File: src/fcd_regs.svh
// Register offsets, field positions and reset values of the DMA controller
`ifndef FCD_REGS_SVH
`define FCD_REGS_SVH

// ****************************************************************
// Register offsets on the five processor address lines
// ****************************************************************
`define FCD_OFS_WORD_LIMIT 5'h10
`define FCD_OFS_CHCR_BASE  5'h10
`define FCD_OFS_PCR        5'h14
`define FCD_OFS_ICR        5'h15
`define FCD_OFS_DCR        5'h16
`define FCD_CHCR_GROUP     3'h4

// ****************************************************************
// Offset bits inside the address/count block
// ****************************************************************
`define FCD_OFS_CH_MSB     3
`define FCD_OFS_CH_LSB     2
`define FCD_OFS_IS_COUNT   1
`define FCD_OFS_IS_LOW     0

// ****************************************************************
// Channel control fields
// ****************************************************************
`define FCD_CHCR_DIR       0
`define FCD_CHCR_TSC       1
`define FCD_CHCR_BURST     2
`define FCD_CHCR_DEC       3
`define FCD_CHCR_DONE      6
`define FCD_CHCR_BUSY      7

// ****************************************************************
// General control fields
// ****************************************************************
`define FCD_PCR_ROTATE     7
`define FCD_ICR_FLAG       7
`define FCD_DCR_EN         0
`define FCD_DCR_SEL_LSB    1
`define FCD_DCR_SEL_MSB    2
`define FCD_DCR_TWO_CH     3

// ****************************************************************
// Reset values and word constants
// ****************************************************************
`define FCD_CTRL_RST       4'h0
`define FCD_BYTE_RST       8'h00
`define FCD_WORD_ZERO      16'h0000
`define FCD_WORD_ONE       16'h0001

`endif
File: src/fcd_pkg.sv
// Types shared by the DMA controller modules
package fcd_pkg;
    typedef enum logic [1:0] {
        FCD_IDLE,
        FCD_REQ,
        FCD_XFER,
        FCD_BWAIT
    } fcd_state_type;
endpackage

File: src/fcd_arbiter.sv
// Fixed or rotating priority pick among four transfer requests
`timescale 1ns/1ps
module fcd_arbiter (
    // Requests
    input  wire logic [3:0] eligible,
    // Priority control
    input  wire logic       rotate,
    input  wire logic [1:0] last_ch,
    // Result
    output logic            win_valid,
    output logic [1:0]      win_ch
);
    // Search from a start channel upward, wrapping round
    function automatic logic [1:0] fcd_pick(input logic [3:0] req,
                                            input logic [1:0] start);
        logic [1:0] idx;
        logic [1:0] res;
        logic       found;
        idx   = start;
        res   = start;
        found = 1'b0;
        for (int i = 0; i < 4; i++) begin
            if (!found && req[idx]) begin
                res   = idx;
                found = 1'b1;
            end
            idx = idx + 2'h1;
        end
        return res;
    endfunction

    wire logic [1:0] start_ch = rotate ? last_ch + 2'h1 : 2'h0;

    assign win_valid = |eligible;
    assign win_ch    = fcd_pick(eligible, start_ch);
endmodule

File: src/fcd_chan.sv
// One channel's address and byte count registers
`timescale 1ns/1ps
`include "fcd_regs.svh"
module fcd_chan (
    // Clock
    input  wire logic        core_clk,
    // Processor writes
    input  wire logic        wr_addr_hi,
    input  wire logic        wr_addr_lo,
    input  wire logic        wr_cnt_hi,
    input  wire logic        wr_cnt_lo,
    input  wire logic [7:0]  wdata,
    // Transfer updates
    input  wire logic        step,
    input  wire logic        dec,
    input  wire logic        load,
    input  wire logic [15:0] load_addr,
    input  wire logic [15:0] load_cnt,
    // Contents
    output logic [15:0]      addr,
    output logic [15:0]      cnt
);
    // Address and count keep their contents across reset
    logic [15:0] addr_ff;
    logic [15:0] cnt_ff;

    wire logic [15:0] addr_step = dec ? addr_ff - `FCD_WORD_ONE
                                      : addr_ff + `FCD_WORD_ONE;
    wire logic [15:0] nxt_addr =
        load       ? load_addr :
        step       ? addr_step :
        wr_addr_hi ? {wdata, addr_ff[7:0]} :
        wr_addr_lo ? {addr_ff[15:8], wdata} : addr_ff;
    wire logic [15:0] nxt_cnt =
        load      ? load_cnt :
        step      ? cnt_ff - `FCD_WORD_ONE :
        wr_cnt_hi ? {wdata, cnt_ff[7:0]} :
        wr_cnt_lo ? {cnt_ff[15:8], wdata} : cnt_ff;

    always_ff @(posedge core_clk) begin
        addr_ff <= nxt_addr;
        cnt_ff  <= nxt_cnt;
    end

    assign addr = addr_ff;
    assign cnt  = cnt_ff;
endmodule

File: src/fcd_dmac.sv
// Four-channel byte-wide DMA controller core
`timescale 1ns/1ps
`include "fcd_regs.svh"
module fcd_dmac (
    // Clock and reset
    input  wire logic        core_clk,
    input  wire logic        rst_n,
    // Processor data bus
    input  wire logic [7:0]  data_in,
    output logic [7:0]       data_out,
    output logic             data_oe,
    // Low address lines, register select or DMA address
    input  wire logic [4:0]  addr_lo_in,
    output logic [4:0]       addr_lo_out,
    output logic             addr_lo_oe,
    // High address lines
    output logic [10:0]      addr_hi_out,
    output logic             addr_hi_oe,
    // Read/write line
    input  wire logic        rw_in,
    output logic             rw_out,
    output logic             rw_oe,
    // Chip select in, channel select high bit out
    input  wire logic        select_n_or_chan_ack_sel_hi_in,
    output logic             select_n_or_chan_ack_sel_hi_out,
    output logic             select_n_or_chan_ack_sel_hi_oe,
    // Bus request and grant
    output logic             stretch_dma_request_n,
    output logic             halt_dma_request_n,
    input  wire logic        bus_grant_in,
    // Peripheral side
    input  wire logic [3:0]  periph_xfer_request,
    output logic             chan_ack_sel_lo,
    output logic             xfer_strobe,
    output logic             irq_n_or_block_end_n
);
    // ****************************************************************
    // State
    // ****************************************************************
    fcd_pkg::fcd_state_type state_ff;
    fcd_pkg::fcd_state_type nxt_state;
    logic [1:0]  cur_ff;
    logic [1:0]  nxt_cur;
    logic [3:0]  chcr_ff [4];
    logic [3:0]  done_ff;
    logic [3:0]  nxt_done;
    logic [3:0]  req_en_ff;
    logic        rotate_ff;
    logic [3:0]  irq_en_ff;
    logic [3:0]  irq_flag_ff;
    logic [3:0]  nxt_irq_flag;
    logic        chain_en_ff;
    logic [1:0]  chain_sel_ff;
    logic        two_ch_ff;
    logic [15:0] dma_addr_ff;
    logic [15:0] nxt_dma_addr;
    logic [7:0]  rd_data_ff;
    logic        rd_oe_ff;
    logic [15:0] addr_w [4];
    logic [15:0] cnt_w  [4];

    // ****************************************************************
    // Processor register access
    // ****************************************************************
    // Register access only while the core does not own the buses
    wire logic proc_mode = (state_ff == fcd_pkg::FCD_IDLE);
    wire logic selected  = proc_mode && !select_n_or_chan_ack_sel_hi_in;
    wire logic reg_wr    = selected && !rw_in;
    wire logic reg_rd    = selected && rw_in;

    wire logic [4:0] ofs      = addr_lo_in;
    wire logic       in_words = ofs < `FCD_OFS_WORD_LIMIT;
    wire logic [1:0] ofs_ch   = ofs[`FCD_OFS_CH_MSB:`FCD_OFS_CH_LSB];
    wire logic       ofs_cnt  = ofs[`FCD_OFS_IS_COUNT];
    wire logic       ofs_low  = ofs[`FCD_OFS_IS_LOW];
    wire logic       is_chcr  = (ofs[4:2] == `FCD_CHCR_GROUP);
    wire logic       is_pcr   = (ofs == `FCD_OFS_PCR);
    wire logic       is_icr   = (ofs == `FCD_OFS_ICR);
    wire logic       is_dcr   = (ofs == `FCD_OFS_DCR);
    wire logic [1:0] chcr_ch  = ofs[1:0];

    // Status read of a channel's control byte
    wire logic [7:0] chcr_rd  = {cur_busy(chcr_ch), done_ff[chcr_ch],
                                 2'h0, chcr_ff[chcr_ch]};
    wire logic [15:0] word_rd = ofs_cnt ? cnt_w[ofs_ch] : addr_w[ofs_ch];
    wire logic [7:0]  byte_rd = ofs_low ? word_rd[7:0] : word_rd[15:8];
    wire logic [7:0]  pcr_rd  = {rotate_ff, 3'h0, req_en_ff};
    wire logic [7:0]  icr_rd  = {|irq_flag_ff, 3'h0, irq_en_ff};
    wire logic [7:0]  dcr_rd  = {4'h0, two_ch_ff, chain_sel_ff,
                                 chain_en_ff};
    wire logic [7:0]  nxt_rd_data =
        in_words ? byte_rd :
        is_chcr  ? chcr_rd :
        is_pcr   ? pcr_rd  :
        is_icr   ? icr_rd  :
        is_dcr   ? dcr_rd  : `FCD_BYTE_RST;

    // Busy means this channel owns the current transfer
    function automatic logic cur_busy(input logic [1:0] ch);
        return (state_ff != fcd_pkg::FCD_IDLE) && (cur_ff == ch);
    endfunction

    // ****************************************************************
    // Arbitration
    // ****************************************************************
    logic        win_valid;
    logic [1:0]  win_ch;
    wire  logic [3:0] ch_mask = two_ch_ff ? 4'h3 : 4'hf;
    logic [3:0]  eligible;

    // Zero count means nothing to move, so such a channel never asks
    always_comb begin
        for (int i = 0; i < 4; i++) begin
            eligible[i] = periph_xfer_request[i] && req_en_ff[i] &&
                          ch_mask[i] &&
                          (cnt_w[i] != `FCD_WORD_ZERO);
        end
    end

    fcd_arbiter u_arb (
        .eligible  (eligible),
        .rotate    (rotate_ff),
        .last_ch   (cur_ff),
        .win_valid (win_valid),
        .win_ch    (win_ch)
    );

    // ****************************************************************
    // Transfer sequencing
    // ****************************************************************
    wire logic [3:0]  cur_ctrl  = chcr_ff[cur_ff];
    wire logic        cur_tsc   = cur_ctrl[`FCD_CHCR_TSC];
    wire logic        cur_burst = cur_ctrl[`FCD_CHCR_BURST] && !cur_tsc;
    wire logic [15:0] cur_cnt   = cnt_w[cur_ff];
    wire logic        in_xfer   = (state_ff == fcd_pkg::FCD_XFER);
    wire logic        last_byte = in_xfer &&
                                  (cur_cnt == `FCD_WORD_ONE);
    wire logic        chain_now = last_byte && chain_en_ff &&
                                  (cur_ff == chain_sel_ff);

    always_comb begin
        nxt_state    = state_ff;
        nxt_cur      = cur_ff;
        nxt_dma_addr = dma_addr_ff;
        case (state_ff)
            fcd_pkg::FCD_IDLE: begin
                if (win_valid) begin
                    nxt_cur   = win_ch;
                    nxt_state = fcd_pkg::FCD_REQ;
                end
            end
            fcd_pkg::FCD_REQ: begin
                if (bus_grant_in) begin
                    nxt_dma_addr = cur_addr_of(cur_ff);
                    nxt_state    = fcd_pkg::FCD_XFER;
                end
            end
            fcd_pkg::FCD_XFER: begin
                if (last_byte || !cur_burst) begin
                    nxt_state = fcd_pkg::FCD_IDLE;
                end else begin
                    nxt_state = fcd_pkg::FCD_BWAIT;
                end
            end
            fcd_pkg::FCD_BWAIT: begin
                if (periph_xfer_request[cur_ff] && bus_grant_in) begin
                    nxt_dma_addr = cur_addr_of(cur_ff);
                    nxt_state    = fcd_pkg::FCD_XFER;
                end
            end
            default: begin
                nxt_state = fcd_pkg::FCD_IDLE;
            end
        endcase
    end

    function automatic logic [15:0] cur_addr_of(input logic [1:0] ch);
        return addr_w[ch];
    endfunction

    // Done and interrupt flags: a new end wins over a clearing read
    always_comb begin
        nxt_done     = done_ff;
        nxt_irq_flag = irq_flag_ff;
        if (reg_rd && is_chcr) begin
            nxt_done[chcr_ch] = 1'b0;
        end
        if (reg_rd && is_icr) begin
            nxt_irq_flag = 4'h0;
        end
        if (last_byte) begin
            nxt_done[cur_ff] = 1'b1;
            if (irq_en_ff[cur_ff]) begin
                nxt_irq_flag[cur_ff] = 1'b1;
            end
        end
    end

    always_ff @(posedge core_clk or negedge rst_n) begin
        if (!rst_n) begin
            state_ff    <= fcd_pkg::FCD_IDLE;
            cur_ff      <= 2'h0;
            done_ff     <= 4'h0;
            irq_flag_ff <= 4'h0;
            dma_addr_ff <= `FCD_WORD_ZERO;
            rd_data_ff  <= `FCD_BYTE_RST;
            rd_oe_ff    <= 1'b0;
        end else begin
            state_ff    <= nxt_state;
            cur_ff      <= nxt_cur;
            done_ff     <= nxt_done;
            irq_flag_ff <= nxt_irq_flag;
            dma_addr_ff <= nxt_dma_addr;
            rd_data_ff  <= nxt_rd_data;
            rd_oe_ff    <= reg_rd;
        end
    end

    // ****************************************************************
    // Control registers
    // ****************************************************************
    always_ff @(posedge core_clk or negedge rst_n) begin
        if (!rst_n) begin
            for (int i = 0; i < 4; i++) begin
                chcr_ff[i] <= `FCD_CTRL_RST;
            end
            req_en_ff    <= 4'h0;
            rotate_ff    <= 1'b0;
            irq_en_ff    <= 4'h0;
            chain_en_ff  <= 1'b0;
            chain_sel_ff <= 2'h0;
            two_ch_ff    <= 1'b0;
        end else if (reg_wr) begin
            if (is_chcr) begin
                chcr_ff[chcr_ch] <= data_in[3:0];
            end
            if (is_pcr) begin
                req_en_ff <= data_in[3:0];
                rotate_ff <= data_in[`FCD_PCR_ROTATE];
            end
            if (is_icr) begin
                irq_en_ff <= data_in[3:0];
            end
            if (is_dcr) begin
                chain_en_ff  <= data_in[`FCD_DCR_EN];
                chain_sel_ff <= data_in[`FCD_DCR_SEL_MSB:`FCD_DCR_SEL_LSB];
                two_ch_ff    <= data_in[`FCD_DCR_TWO_CH];
            end
        end
    end

    // ****************************************************************
    // Channel address and count registers
    // ****************************************************************
    for (genvar g = 0; g < 4; g++) begin : g_chan
        wire logic hit = reg_wr && in_words && (ofs_ch == g[1:0]);
        fcd_chan u_chan (
            .core_clk   (core_clk),
            .wr_addr_hi (hit && !ofs_cnt && !ofs_low),
            .wr_addr_lo (hit && !ofs_cnt && ofs_low),
            .wr_cnt_hi  (hit && ofs_cnt && !ofs_low),
            .wr_cnt_lo  (hit && ofs_cnt && ofs_low),
            .wdata      (data_in),
            .step       (in_xfer && (cur_ff == g[1:0])),
            .dec        (chcr_ff[g][`FCD_CHCR_DEC]),
            .load       (chain_now && (cur_ff == g[1:0])),
            .load_addr  (addr_w[3]),
            .load_cnt   (cnt_w[3]),
            .addr       (addr_w[g]),
            .cnt        (cnt_w[g])
        );
    end

    // ****************************************************************
    // Pins
    // ****************************************************************
    // Requests drop as soon as the byte starts; burst keeps halt low
    wire logic in_req   = (state_ff == fcd_pkg::FCD_REQ);
    wire logic in_bwait = (state_ff == fcd_pkg::FCD_BWAIT);

    assign stretch_dma_request_n = !(in_req && cur_tsc);
    // Burst keeps halt low through every byte but the last
    wire logic burst_hold = in_xfer && cur_burst && !last_byte;
    assign halt_dma_request_n    = !((in_req && !cur_tsc) || in_bwait ||
                                     burst_hold);

    assign data_out    = rd_data_ff;
    assign data_oe     = rd_oe_ff && proc_mode;
    assign addr_lo_out = dma_addr_ff[4:0];
    assign addr_lo_oe  = in_xfer;
    assign addr_hi_out = dma_addr_ff[15:5];
    assign addr_hi_oe  = in_xfer;
    assign rw_out      = in_xfer && cur_ctrl[`FCD_CHCR_DIR];
    assign rw_oe       = in_xfer;
    assign xfer_strobe = in_xfer;

    assign chan_ack_sel_lo = in_xfer && cur_ff[0];
    assign select_n_or_chan_ack_sel_hi_out = cur_ff[1];
    assign select_n_or_chan_ack_sel_hi_oe  = in_xfer && !two_ch_ff;

    // Low during the final byte, then held while an interrupt is pending
    assign irq_n_or_block_end_n = !(last_byte ||
                                    (|irq_flag_ff));
endmodule

File: config.mk
export PLATFORM = sky130hd
export DESIGN_NAME = fcd_dmac
export DESIGN_NICKNAME = d
export VERILOG_FILES = /design/src/fcd_pkg.sv /design/src/fcd_arbiter.sv /design/src/fcd_chan.sv /design/src/fcd_dmac.sv
export VERILOG_INCLUDE_DIRS = /design/src /design/src/src
export SDC_FILE = /design/constraint.sdc
export NUM_CORES = 1
export LEC_CHECK = 0
export ABC_CLOCK_PERIOD_IN_PS = 5100
export BUFFER_PORTS_ARGS = -buffer_cell sky130_fd_sc_hd__buf_2
export CAP_MARGIN = 20
export CORE_AREA = 3 3 187 171
export DETAILED_ROUTE_END_ITERATION = 10
export DIE_AREA = 0 0 190 174
export MAX_ROUTING_LAYER = met4
export PLACE_DENSITY = 0.63
export RECOVER_POWER = 25
export SYNTH_ARGS = -nofsm -noshare
export SYNTH_HDL_FRONTEND = slang
export SYNTH_SLANG_ARGS = --single-unit
export TNS_END_PERCENT = 50
File: constraint.sdc
create_clock -name core_clk -period 5.1 [get_ports core_clk]
set_input_delay 0.51 -clock core_clk [delete_from_list [all_inputs] [get_ports core_clk]]
set_output_delay 0.51 -clock core_clk [all_outputs]
set_load 0.02 [all_outputs]
# Word level (Yosys, flattened, before mapping)
# Index checks and enable logic that the tools add are counted.
[op_classes] eq_ne=27 add_sub_neg=16 bitwise_logic=8 muxes=101 reduce_logical=136 n_lt_le_gt_ge=13
[op_table] operator="$mux 16" n=37
[op_table] operator="$bmux 16 s2" n=4
[op_table] operator="$sub 16x1->16 const B" n=8
[op_table] operator="$mux 8" n=13
[op_table] operator="$logic_and 1x1->1" n=74
[op_table] operator="$add 16x1->16 const B" n=4
[op_table] operator="$reduce_bool 16->1" n=4
[op_table] operator="$mux 4" n=10
[op_table] operator="$reduce_bool 3->1" n=12
[op_table] operator="$pmux 16 s2" n=1
[op_table] operator="$reduce_and 2->1" n=13
[op_table] operator="$lt 2x3->1 const B" n=6
[op_table] operator="$ne 3x3->1 const B" n=6
[op_table] operator="$bmux 4 s2" n=2
[op_table] operator="$bwmux 16" n=1
[op_table] operator="$eq 16x1->1 const B" n=1
[op_table] operator="$mux 2" n=8
[op_table] operator="$eq 5x5->1 const B" n=3
[op_table] operator="$bmux 1 s2" n=7
[op_table] operator="$logic_not 1->1" n=14
[op_table] operator="$eq 2x2->1 const B" n=6
[op_table] operator="$mux 1" n=12
[op_table] operator="$reduce_and 3->1" n=4
[op_table] operator="$reduce_bool 2->1" n=6
[op_table] operator="22 further kinds" n=45
[totals] reg_bits=194 word_cells=334 output_inout_bits=36

# Logic depth before layout (Yosys ltp)
# Gate-level depths: netlist of the first run.
[logic_depth] depth_word=15 depth_mapped=11 depth_no_buf=10

# Cells and area by module
# A second synthesis of the first run with hierarchy kept.
[hier_totals] hier_cells=1573 area_unflattened_um2=15546.2
[by_module_without_submodules] module="fcd_chan at g_chan[0].u_chan ..." seq_area_each_um2=960.9 area_per_inst_um2=2576.2 cells_each=280 n_inst=2
[by_module_without_submodules] module="fcd_dmac" seq_area_each_um2=1651.6 area_per_inst_um2=4937.2 cells_each=396 n_inst=1
[by_module_without_submodules] module="fcd_chan at g_chan[3].u_chan" seq_area_each_um2=960.9 area_per_inst_um2=2613.8 cells_each=292 n_inst=1
[by_module_without_submodules] module="fcd_chan at g_chan[2].u_chan" seq_area_each_um2=960.9 area_per_inst_um2=2592.5 cells_each=287 n_inst=1
[by_module_without_submodules] module="fcd_arbiter" seq_area_each_um2=0.0 area_per_inst_um2=250.2 cells_each=38 n_inst=1

# Least setup slack after synthesis of the first run
# No wires, ideal clock.
[synth_path] kind="register -> register" startpoint="reg cur_ff[1]" endpoint="reg cur_ff[1]" path_stages_with_launch=12 arrival_ps=3114 t_required_ps=4975 setup_slack_ps=1861 synth_period_minus_slack_ps=3239 setup_time_ps=125 cell_sequence="dfrtp_1 > clkbuf_1 > buf_1 > inv_1 > ha_1 > xor2_1 > nor2_1 > mux2_2 > a211oi_1 > o32a_1 > o21bai_1 > mux2_2"
[synth_via] elab_chain_len=14 word_cells_on_any_way=25 cone_classes="add/sub: 4; mux: 15; reduce/logical: 6"
[synth_lines] element="from (decl)" line="fcd_dmac.sv:42" text="logic [1:0] cur_ff;"
[synth_lines] element="from (signal assigned)" line="fcd_dmac.sv:210" text="cur_ff <= nxt_cur;"
[synth_lines] element="$add 2x1->2 (*)" line="fcd_arbiter.sv:32" text="wire logic [1:0] start_ch = rotate ? last_ch + 2'h1 : 2'h0;"
[synth_lines] element="$mux 2 (*)" line="fcd_arbiter.sv:32"
[synth_lines] element="branches (longest 11 deep; another with $add 2x1->2)"
[synth_lines] element="$mux 2 (*)" line="fcd_arbiter.sv:23" text="if (!found && req[idx]) begin"
# Every way passes the cells marked *. The select of a mux whose other input is x is not followed.
# A chain may end at the register's enable or synchronous reset.

# Worst setup path after layout of the first run
[layout_path] startpoint="reg cur_ff[1]" endpoint="reg g_chan[2].u_chan.cnt_ff[8] (data pin)"
[layout_via] elab_chain_len=10 word_cells_on_any_way=14 cone_classes="eq/ne: 3; mux: 5; bitwise: 1; reduce/logical: 5"
[layout_lines] element="$not 2->3 (not written as such)" line="fcd_dmac.sv:134" text="wire logic [15:0] cur_cnt = cnt_w[cur_ff];"
[layout_lines] element="$bmux 16 s2" line="fcd_dmac.sv:134"
[layout_lines] element="$mux 16 (not written as such) (2 in series)" line="fcd_dmac.sv:134"
[layout_lines] element="$eq 16x1->1 (no line)"
[layout_lines] element="$logic_and 1x1->1" line="fcd_dmac.sv:136" text="wire logic last_byte = in_xfer &&"
[layout_lines] element="$logic_and 1x1->1 (2 in series)" line="fcd_dmac.sv:138" text="wire logic chain_now = last_byte && chain_en_ff &&"
[layout_lines] element="$logic_and 1x1->1" line="fcd_dmac.sv:266" text=".load (chain_now && (cur_ff == g[1:0])),"
[layout_lines] element="$mux 16 (*)" line="fcd_chan.sv:35" text="load ? load_cnt :"
[layout_lines] element="net g_chan[2].u_chan.nxt_cnt[8]" line="fcd_chan.sv:34" text="wire logic [15:0] nxt_cnt ="
[layout_lines] element="to (signal assigned)" line="fcd_chan.sv:42" text="cnt_ff <= nxt_cnt;"
[layout_lines] element="to (decl)" line="fcd_chan.sv:25" text="logic [15:0] cnt_ff;"
# The timed path passes the listed nets; every way through them passes the cells marked *. The select of a mux whose other input is x is not followed.

==> run_results.csv, run 1 <==
group,metric,value,unit
power,p_leak,6.147,nW
setup_path,critPathArrivalTime,4.65,ns
floorplanning,initial_core_util,49.27,%
detailed_routing,vias,12560,
logic_synthesis,yosysTopAreaCellShare,26.04,%
setup_path,worstPathMaxFanout,35,
timing,worst_pin_slew,3.616,ns
timing,slew_headroom,-141.1,%
floorplanning,dieArea,33060,um2
clock_network,cts-root-buf,"clkbuf_16",
timing,whs,0.2632,ns
detailed_routing,avgRoutedWirePerCell,24.29,um
logic_synthesis,synthFlopType,"edfxtp_1",
logic_synthesis,synth_compound_area_share,17.56,%
logic_synthesis,synth_edf_count,128,
placement,post-dp-hpwl,34.21,mm
cells_and_area,nets,1620,
clock_network,cts_hold_buf,0,
logic_synthesis,yosysTopAreaCell,"edfxtp_1",
logic_synthesis,syn_nets,1604,
clock_network,post_cts_buffers,0,
logic_synthesis,synth.area.top_cells,"edfxtp_1 26%, dfrtp_1 11%, mux4_2 10%, ha_1 5.8%, nor2_1 4.5%",
logic_synthesis,synth_simple_gate_area_share,14.70,%
outcome,outcome,"complete, but fails checks",
cells_and_area,syn2layout_area_growth,8.096,%
floorplanning,ios,58,
timing,fin_setup_tns,0,ns
detailed_routing,drc,0,
timing,timing.final.crit_share,87.32,%
outcome,violations,"max-capacitance violations, max-slew violations",
clock_network,clk_pin_slew,0.09,ns
timing,finalSetupViolCount,0,
logic_synthesis,syn_area,14760,um2
run,maxCapViolCount,3,
timing,min_period,4.453,ns
floorplanning,die_x,190,um
global_route,antenna_found_initial,0,
cells_and_area,drive_gt1_share,14.42,%
detailed_routing,vias_per_cell,6.468,
logic_synthesis,yosys_warnings,0,
global_route,gr-usage-all-layers,29.15,%
power,p_per_area,370.1,nW/um2
timing,report.final.slew_viol_count,134,
logic_synthesis,syn_area_per_cell,9.774,um2
logic_synthesis,synth_cells,1510,
timing,rsz0062_at_grt,"no",
logic_synthesis,synth_top_family_by_area,"compound AO/OA/AOI/OAI gates",
logic_synthesis,synth_adder_area_share,6.307,%
power,power,5.905,mW
setup_path,endpoint_kind,"register",
timing,fin_skew,0.01607,ns
global_route,grt_pass1_vias,11815,
detailed_routing,ant_nets,0,
clock_network,cts_resized,0,
setup_path,crit_required,5.30,ns
global_route,grt_pass1_wl,71.65,mm
logic_synthesis,seq_area_frac_synth,37.23,%
clock_network,numCtsBuffers,17,
cells_and_area,num_antenna_cells,0,
clock_network,clockBufferDepth,2,
clock_network,clk_latency,0.45,ns
floorplanning,dieHeight,174,um
clock_network,cts.sinks,194,
clock_network,tritoncts,"done",
detailed_routing,finalWirelength,47.17,mm
timing,fmax,224.6,MHz
floorplanning,fp-row-count,60,
setup_path,crit_path_start_kind,"register",
power,ir_worst_vdd,0.2166,mV
logic_synthesis,synthArstFlopShare,34.02,%
setup_path,r2r_slack,0.65,ns
logic_synthesis,synth-seq-cells,194,
logic_synthesis,synthMuxAreaShare,14.42,%
worst_hold_path,hold_class,"in2reg",
floorplanning,core-area,29950,um2
logic_synthesis,yosys.area_share.xor_xnor,5.816,%
cells_and_area,fillers,2696,
clock_network,cts_htree_levels,4,
logic_synthesis,synth.distinct_cells,70,
global_route,grt_max_degree,67,
global_route,grt_overflow,0,
detailed_routing,first_pass_iters,7,
setup_path,path_class,"reg2reg",
timing,finalHoldViolations,0,
placement,gp_congestion,1.020,
placement,io_buffers,57,
detailed_routing,drtIter0Drc,1740,
[cells in the mapped netlist, drive strengths merged, types with 4 or more instances]
cell type and instances:
nor2 178, a21oi 129, edfxtp 128, nand2 128, o21ai 80, ha 68
clkbuf 66, dfrtp 66, mux4 66, nor3 56, xnor2 56, mux2 46
inv 44, xor2 42, o22ai 36, buf 29, nand3 23, a22oi 21
nor4 19, a21o 18, a211oi 17, nor2b 17, nand2b 16, o21a 13
mux2i 12, o32ai 12, and2 9, o21bai 8, o31a 8, nand4 7
o221ai 7, o41ai 7, a22o 6, a32oi 5, and3 5, nand3b 5
o31ai 5, or3 5, or4 5, a2111oi 4, a31oi 4, fa 4
o211ai 4
[routing by layer]
metal / GRT usage [%] / share of wire (%) / routed length [um]
met5: - / 0 / 0
met4: 6.344 / 2.1 / 970
met3: 5.687 / 11 / 5291
met2: 42.16 / 43 / 20410
met1: 42.67 / 43 / 20500
[cell families after synthesis]
kind of cell             after synthesis
multiplexers                         124
AND/OR/NAND/NOR                      479
adder cells (fa/ha/maj)               72
XOR/XNOR                              98
AO/OA/AOI/OAI                        404
buffers and inverters                139
flip-flops                           194
[path summary, 6_finish.rpt]
check                                               endpoint  cells after the start                           start
setup / recovery           g_chan[2].u_chan.cnt[8]$_DFFE_PP_                      7           cur_ff[1]$_DFFE_PN0P_
hold / removal                            rd_oe_ff$_DFF_PN0_                      2  select_n_or_chan_ack_sel_hi_in
setup reg to reg           g_chan[2].u_chan.cnt[8]$_DFFE_PP_                      7           cur_ff[1]$_DFFE_PN0P_
hold reg to reg                   dma_addr_ff[0]$_DFFE_PN0P_                      2      dma_addr_ff[0]$_DFFE_PN0P_
max in group asynchronous              cur_ff[0]$_DFFE_PN0P_                      2                           rst_n
min in group asynchronous        dma_addr_ff[12]$_DFFE_PN0P_                      2                           rst_n
[critical path, cell delays in order, from the launching register on]
cell and delay (ns):
dfrtp_1 0.49, clkbuf_1 1.34, a311oi_1 0.41, nor3_1 0.76, nand2b_2 0.58, buf_4 0.42
nor2_1 0.13, a21oi_1 0.06
[power by group]
group / switching [mW] / internal [mW]
Combinational: 1.32 / 0.954
Clock: 0.694 / 0.704
Sequential: 0.251 / 1.98
Total: 2.27 / 3.64
[registers in the layout, indices dropped and copies added, names as in the netlist, 4 cells and up]
| signal | count |
|---|---|
| g_chan.u_chan.cnt | 64 |
| g_chan.u_chan.addr | 64 |
| done_ff | 4 |
| dma_addr_ff | 16 |
| req_en_ff | 4 |
| chcr_ff | 16 |
| data_out | 8 |
| irq_flag_ff | 4 |
| irq_en_ff | 4 |
[per-stage QoR]
step | instance area (um2) | worst slack (ns) | instances | util [%]
5_1_grt | 15950 | 0.4593 | 1942 | 53.26
3_3_place_gp | 15370 | 1.235 | 1905 | 51.31
3_5_place_dp | 15380 | 1.202 | 1907 | 51.36
4_1_cts | 15970 | 1.172 | 1939 | 53.32
2_1_floorplan | 14760 | 1.861 | 1510 | -
6_report | 15950 | 0.6467 | 1942 | 53.26
[layout by cell type, fill, tap and decap left out, types with 21 or more instances in the layout]
master / count
nor3_1: 53
edfxtp_1: 128
o22ai_1: 36
xnor2_1: 56
clkbuf_1: 29
inv_1: 44
nand3_1: 23
buf_4: 29
mux4_2: 66
nand2_1: 128
buf_2: 32
a22oi_1: 21
nor2_1: 178
ha_1: 68
o21ai_0: 78
a21oi_1: 129
dfrtp_1: 65
mux2_2: 46
xor2_1: 42
[final cells by class]
cell class                 instances  area, um2  area share, %
clock inverter                    12      107.6         0.6745
multi-input combinational       1177       8692          54.48
inverter                          44      165.2          1.035
timing repair buffer              92      509.2          3.192
sequential                       194       5497          34.45
clock buffer                      20      479.2          3.004
tap                              403      504.2          3.161
Power figures use the tool's default switching activity.
==> run 2: changes to the inputs <==
Settings changed: CTS_BUF_LIST set to sky130_fd_sc_hd__clkbuf_2 sky130_fd_sc_hd__clkbuf_4 sky130_fd_sc_hd__clkbuf_8.
==> run_results.csv, run 2 (synthesized netlist as in run 1, its figures left out) <==
group,metric,value,unit
timing,report.final.slew_viol_count,67,
floorplanning,core-area,29950,um2
cells_and_area,mostFrequentLayoutCells,"178 x nor2_1, 129 x a21oi_1, 128 x nand2_1, 128 x edfxtp_1, 78 x o21ai_0",
cells_and_area,final_common_cell,"nor2_1",
timing,fin_setup_tns,0,ns
timing,fin_skew,0.02322,ns
worst_hold_path,hold_class,"in2reg",
global_route,grt_overflow,0,
global_route,grt_max_degree,67,
timing,rsz0062_at_grt,"no",
clock_network,cts.sinks,194,
global_route,antenna_found_initial,0,
cells_and_area,fillers,2714,
global_route,gr-usage-met1,42.43,%
timing,slew_headroom,-141.0,%
detailed_routing,first_pass_iters,5,
clock_network,clockBufferDepth,2,
power,p_sw,2.224,mW
timing,layout_setup_ws,1.077,ns
clock_network,post_cts_buffers,0,
detailed_routing,vias_per_cell,6.455,
global_route,met2_usage,41.40,%
timing,worst_pin_slew,3.615,ns
floorplanning,fp-row-count,60,
cells_and_area,utilization,52.69,%
power,p_leak,6.074,nW
setup_path,r2r_slack,1.08,ns
setup_path,worstPathMaxFanout,35,
worst_hold_path,min_path_cells,2,
timing,fmax,248.6,MHz
placement,post-dp-hpwl,34.21,mm
floorplanning,ios,58,
detailed_routing,drtIter0Drc,1668,
power,combPwrFrac,40.4,%
placement,place_ws,1.202,ns
outcome,violations,"max-capacitance violations, max-slew violations",
clock_network,cts_resized,0,
placement,placed_cell_area,15380,um2
detailed_routing,finalWirelength,46.93,mm
floorplanning,die_x,190,um
floorplanning,dieArea,33060,um2
power,netSwitchingFraction,39.61,%
floorplanning,dieHeight,174,um
global_route,grt_pass1_wl,71.36,mm
cells_and_area,final_area,15780,um2
global_route,grt-busiest-layer,"met1",
clock_network,clk_pin_slew,0.12,ns
clock_network,cts-root-buf,"clkbuf_8",
power,p_seq_share,39.8,%
cells_and_area,syn2layout_area_growth,6.926,%
cells_and_area,num_antenna_cells,0,
clock_network,clk_latency,0.50,ns
floorplanning,initial_core_util,49.27,%
global_route,gr-usage-all-layers,28.93,%
cells_and_area,nets,1620,
global_route,grt_pass1_vias,11785,
setup_path,endpoint_kind,"register",
setup_path,path_class,"reg2reg",
timing,timing.final.crit_share,78.88,%
clock_network,tritoncts,"done",
clock_network,numCtsBuffers,17,
power,clock_power_share,19.8,%
run,maxCapViolCount,1,
power,ir_worst_vdd,0.2163,mV
clock_network,cts_htree_levels,4,
outcome,outcome,"complete, but fails checks",
setup_path,rr_worst_depth,8,
clock_network,cts_hold_buf,0,
placement,gp_congestion,1.020,
timing,finalHoldViolations,0,
detailed_routing,drc,0,
power,p_per_area,355.7,nW/um2
setup_path,crit_path_start_kind,"register",
power,internal-power,3.390,mW
detailed_routing,ant_nets,0,
placement,io_buffers,57,
timing,min_period,4.023,ns
setup_path,critPathArrivalTime,4.25,ns
timing,finalSetupViolCount,0,
cells_and_area,drive_gt1_share,14.62,%
global_route,grt_util_met3,5.727,%
detailed_routing,avgRoutedWirePerCell,24.17,um
setup_path,crit_required,5.33,ns
detailed_routing,vias,12536,
==> run 2: changes by cell type in the layout (fill, tap and decap cells not counted), sizes merged <==
| cell | before | now |
|---|---|---|
| bufinv | 0 | 2 |
| clkbuf | 50 | 46 |
| buf | 62 | 64 |
==> run 2: critical path, stage by stage, from the launching register on <==
cell      delay [ns]
edfxtp_1        0.54
or4_4           0.60
or4_4           0.49
o311a_4         0.37
nor3_1          0.58
nand2b_2        0.57
buf_4           0.42
nor2_1          0.12
a21oi_1         0.05
==> run 2: final cells by class <==
cell class                 instances  area [um2]  share of cell area [%]
clock buffer                      18       241.5                   1.530
tap                              403       504.2                   3.195
sequential                       194        5497                   34.83
inverter                          44       165.2                   1.047
timing repair buffer              92       514.2                   3.259
clock inverter                    14       167.7                   1.062
multi-input combinational       1177        8692                   55.08
==> run 2: metal layers <==
layer,vias up,routed length (um)
met5,-,0
met4,0,952
met3,46,4943
met2,625,20160
met1,6139,20870
li1,5726,-
==> run 2: final timing paths <==
path                                                          end                                from
max in group asynchronous                   cur_ff[0]$_DFFE_PN0P_                               rst_n
worst min register to register         dma_addr_ff[0]$_DFFE_PN0P_          dma_addr_ff[0]$_DFFE_PN0P_
worst max-delay path            g_chan[2].u_chan.cnt[3]$_DFFE_PP_  g_chan[3].u_chan.cnt[10]$_DFFE_PP_
min in group asynchronous             dma_addr_ff[12]$_DFFE_PN0P_                               rst_n
worst max register to register  g_chan[2].u_chan.cnt[3]$_DFFE_PP_  g_chan[3].u_chan.cnt[10]$_DFFE_PP_
worst min-delay path                           rd_oe_ff$_DFF_PN0_      select_n_or_chan_ack_sel_hi_in
==> run 2: per-stage QoR <==
| stage | std cells | total power, mW | hold WS (ns) |
|---|---|---|---|
| 2_1_floorplan | 1510 | 3.848 | 0.2144 |
| 3_3_place_gp | 1905 | 4.468 | 0.4614 |
| 3_5_place_dp | 1907 | 4.504 | 0.4668 |
| 4_1_cts | 1939 | 5.598 | 0.2052 |
| 5_1_grt | 1942 | 5.899 | 0.2138 |
| 6_report | 1942 | 5.614 | 0.2167 |
==> run 2: power by group through the flow <==
stage,combinational [mW],sequential (mW),clock (mW)
4_1_cts,2.26,2.22,1.12
5_1_grt,2.47,2.26,1.17
2_1_floorplan,1.59,2.26,0
3_3_place_gp,2.22,2.25,0
3_5_place_dp,2.25,2.25,0
6_report,2.27,2.23,1.11
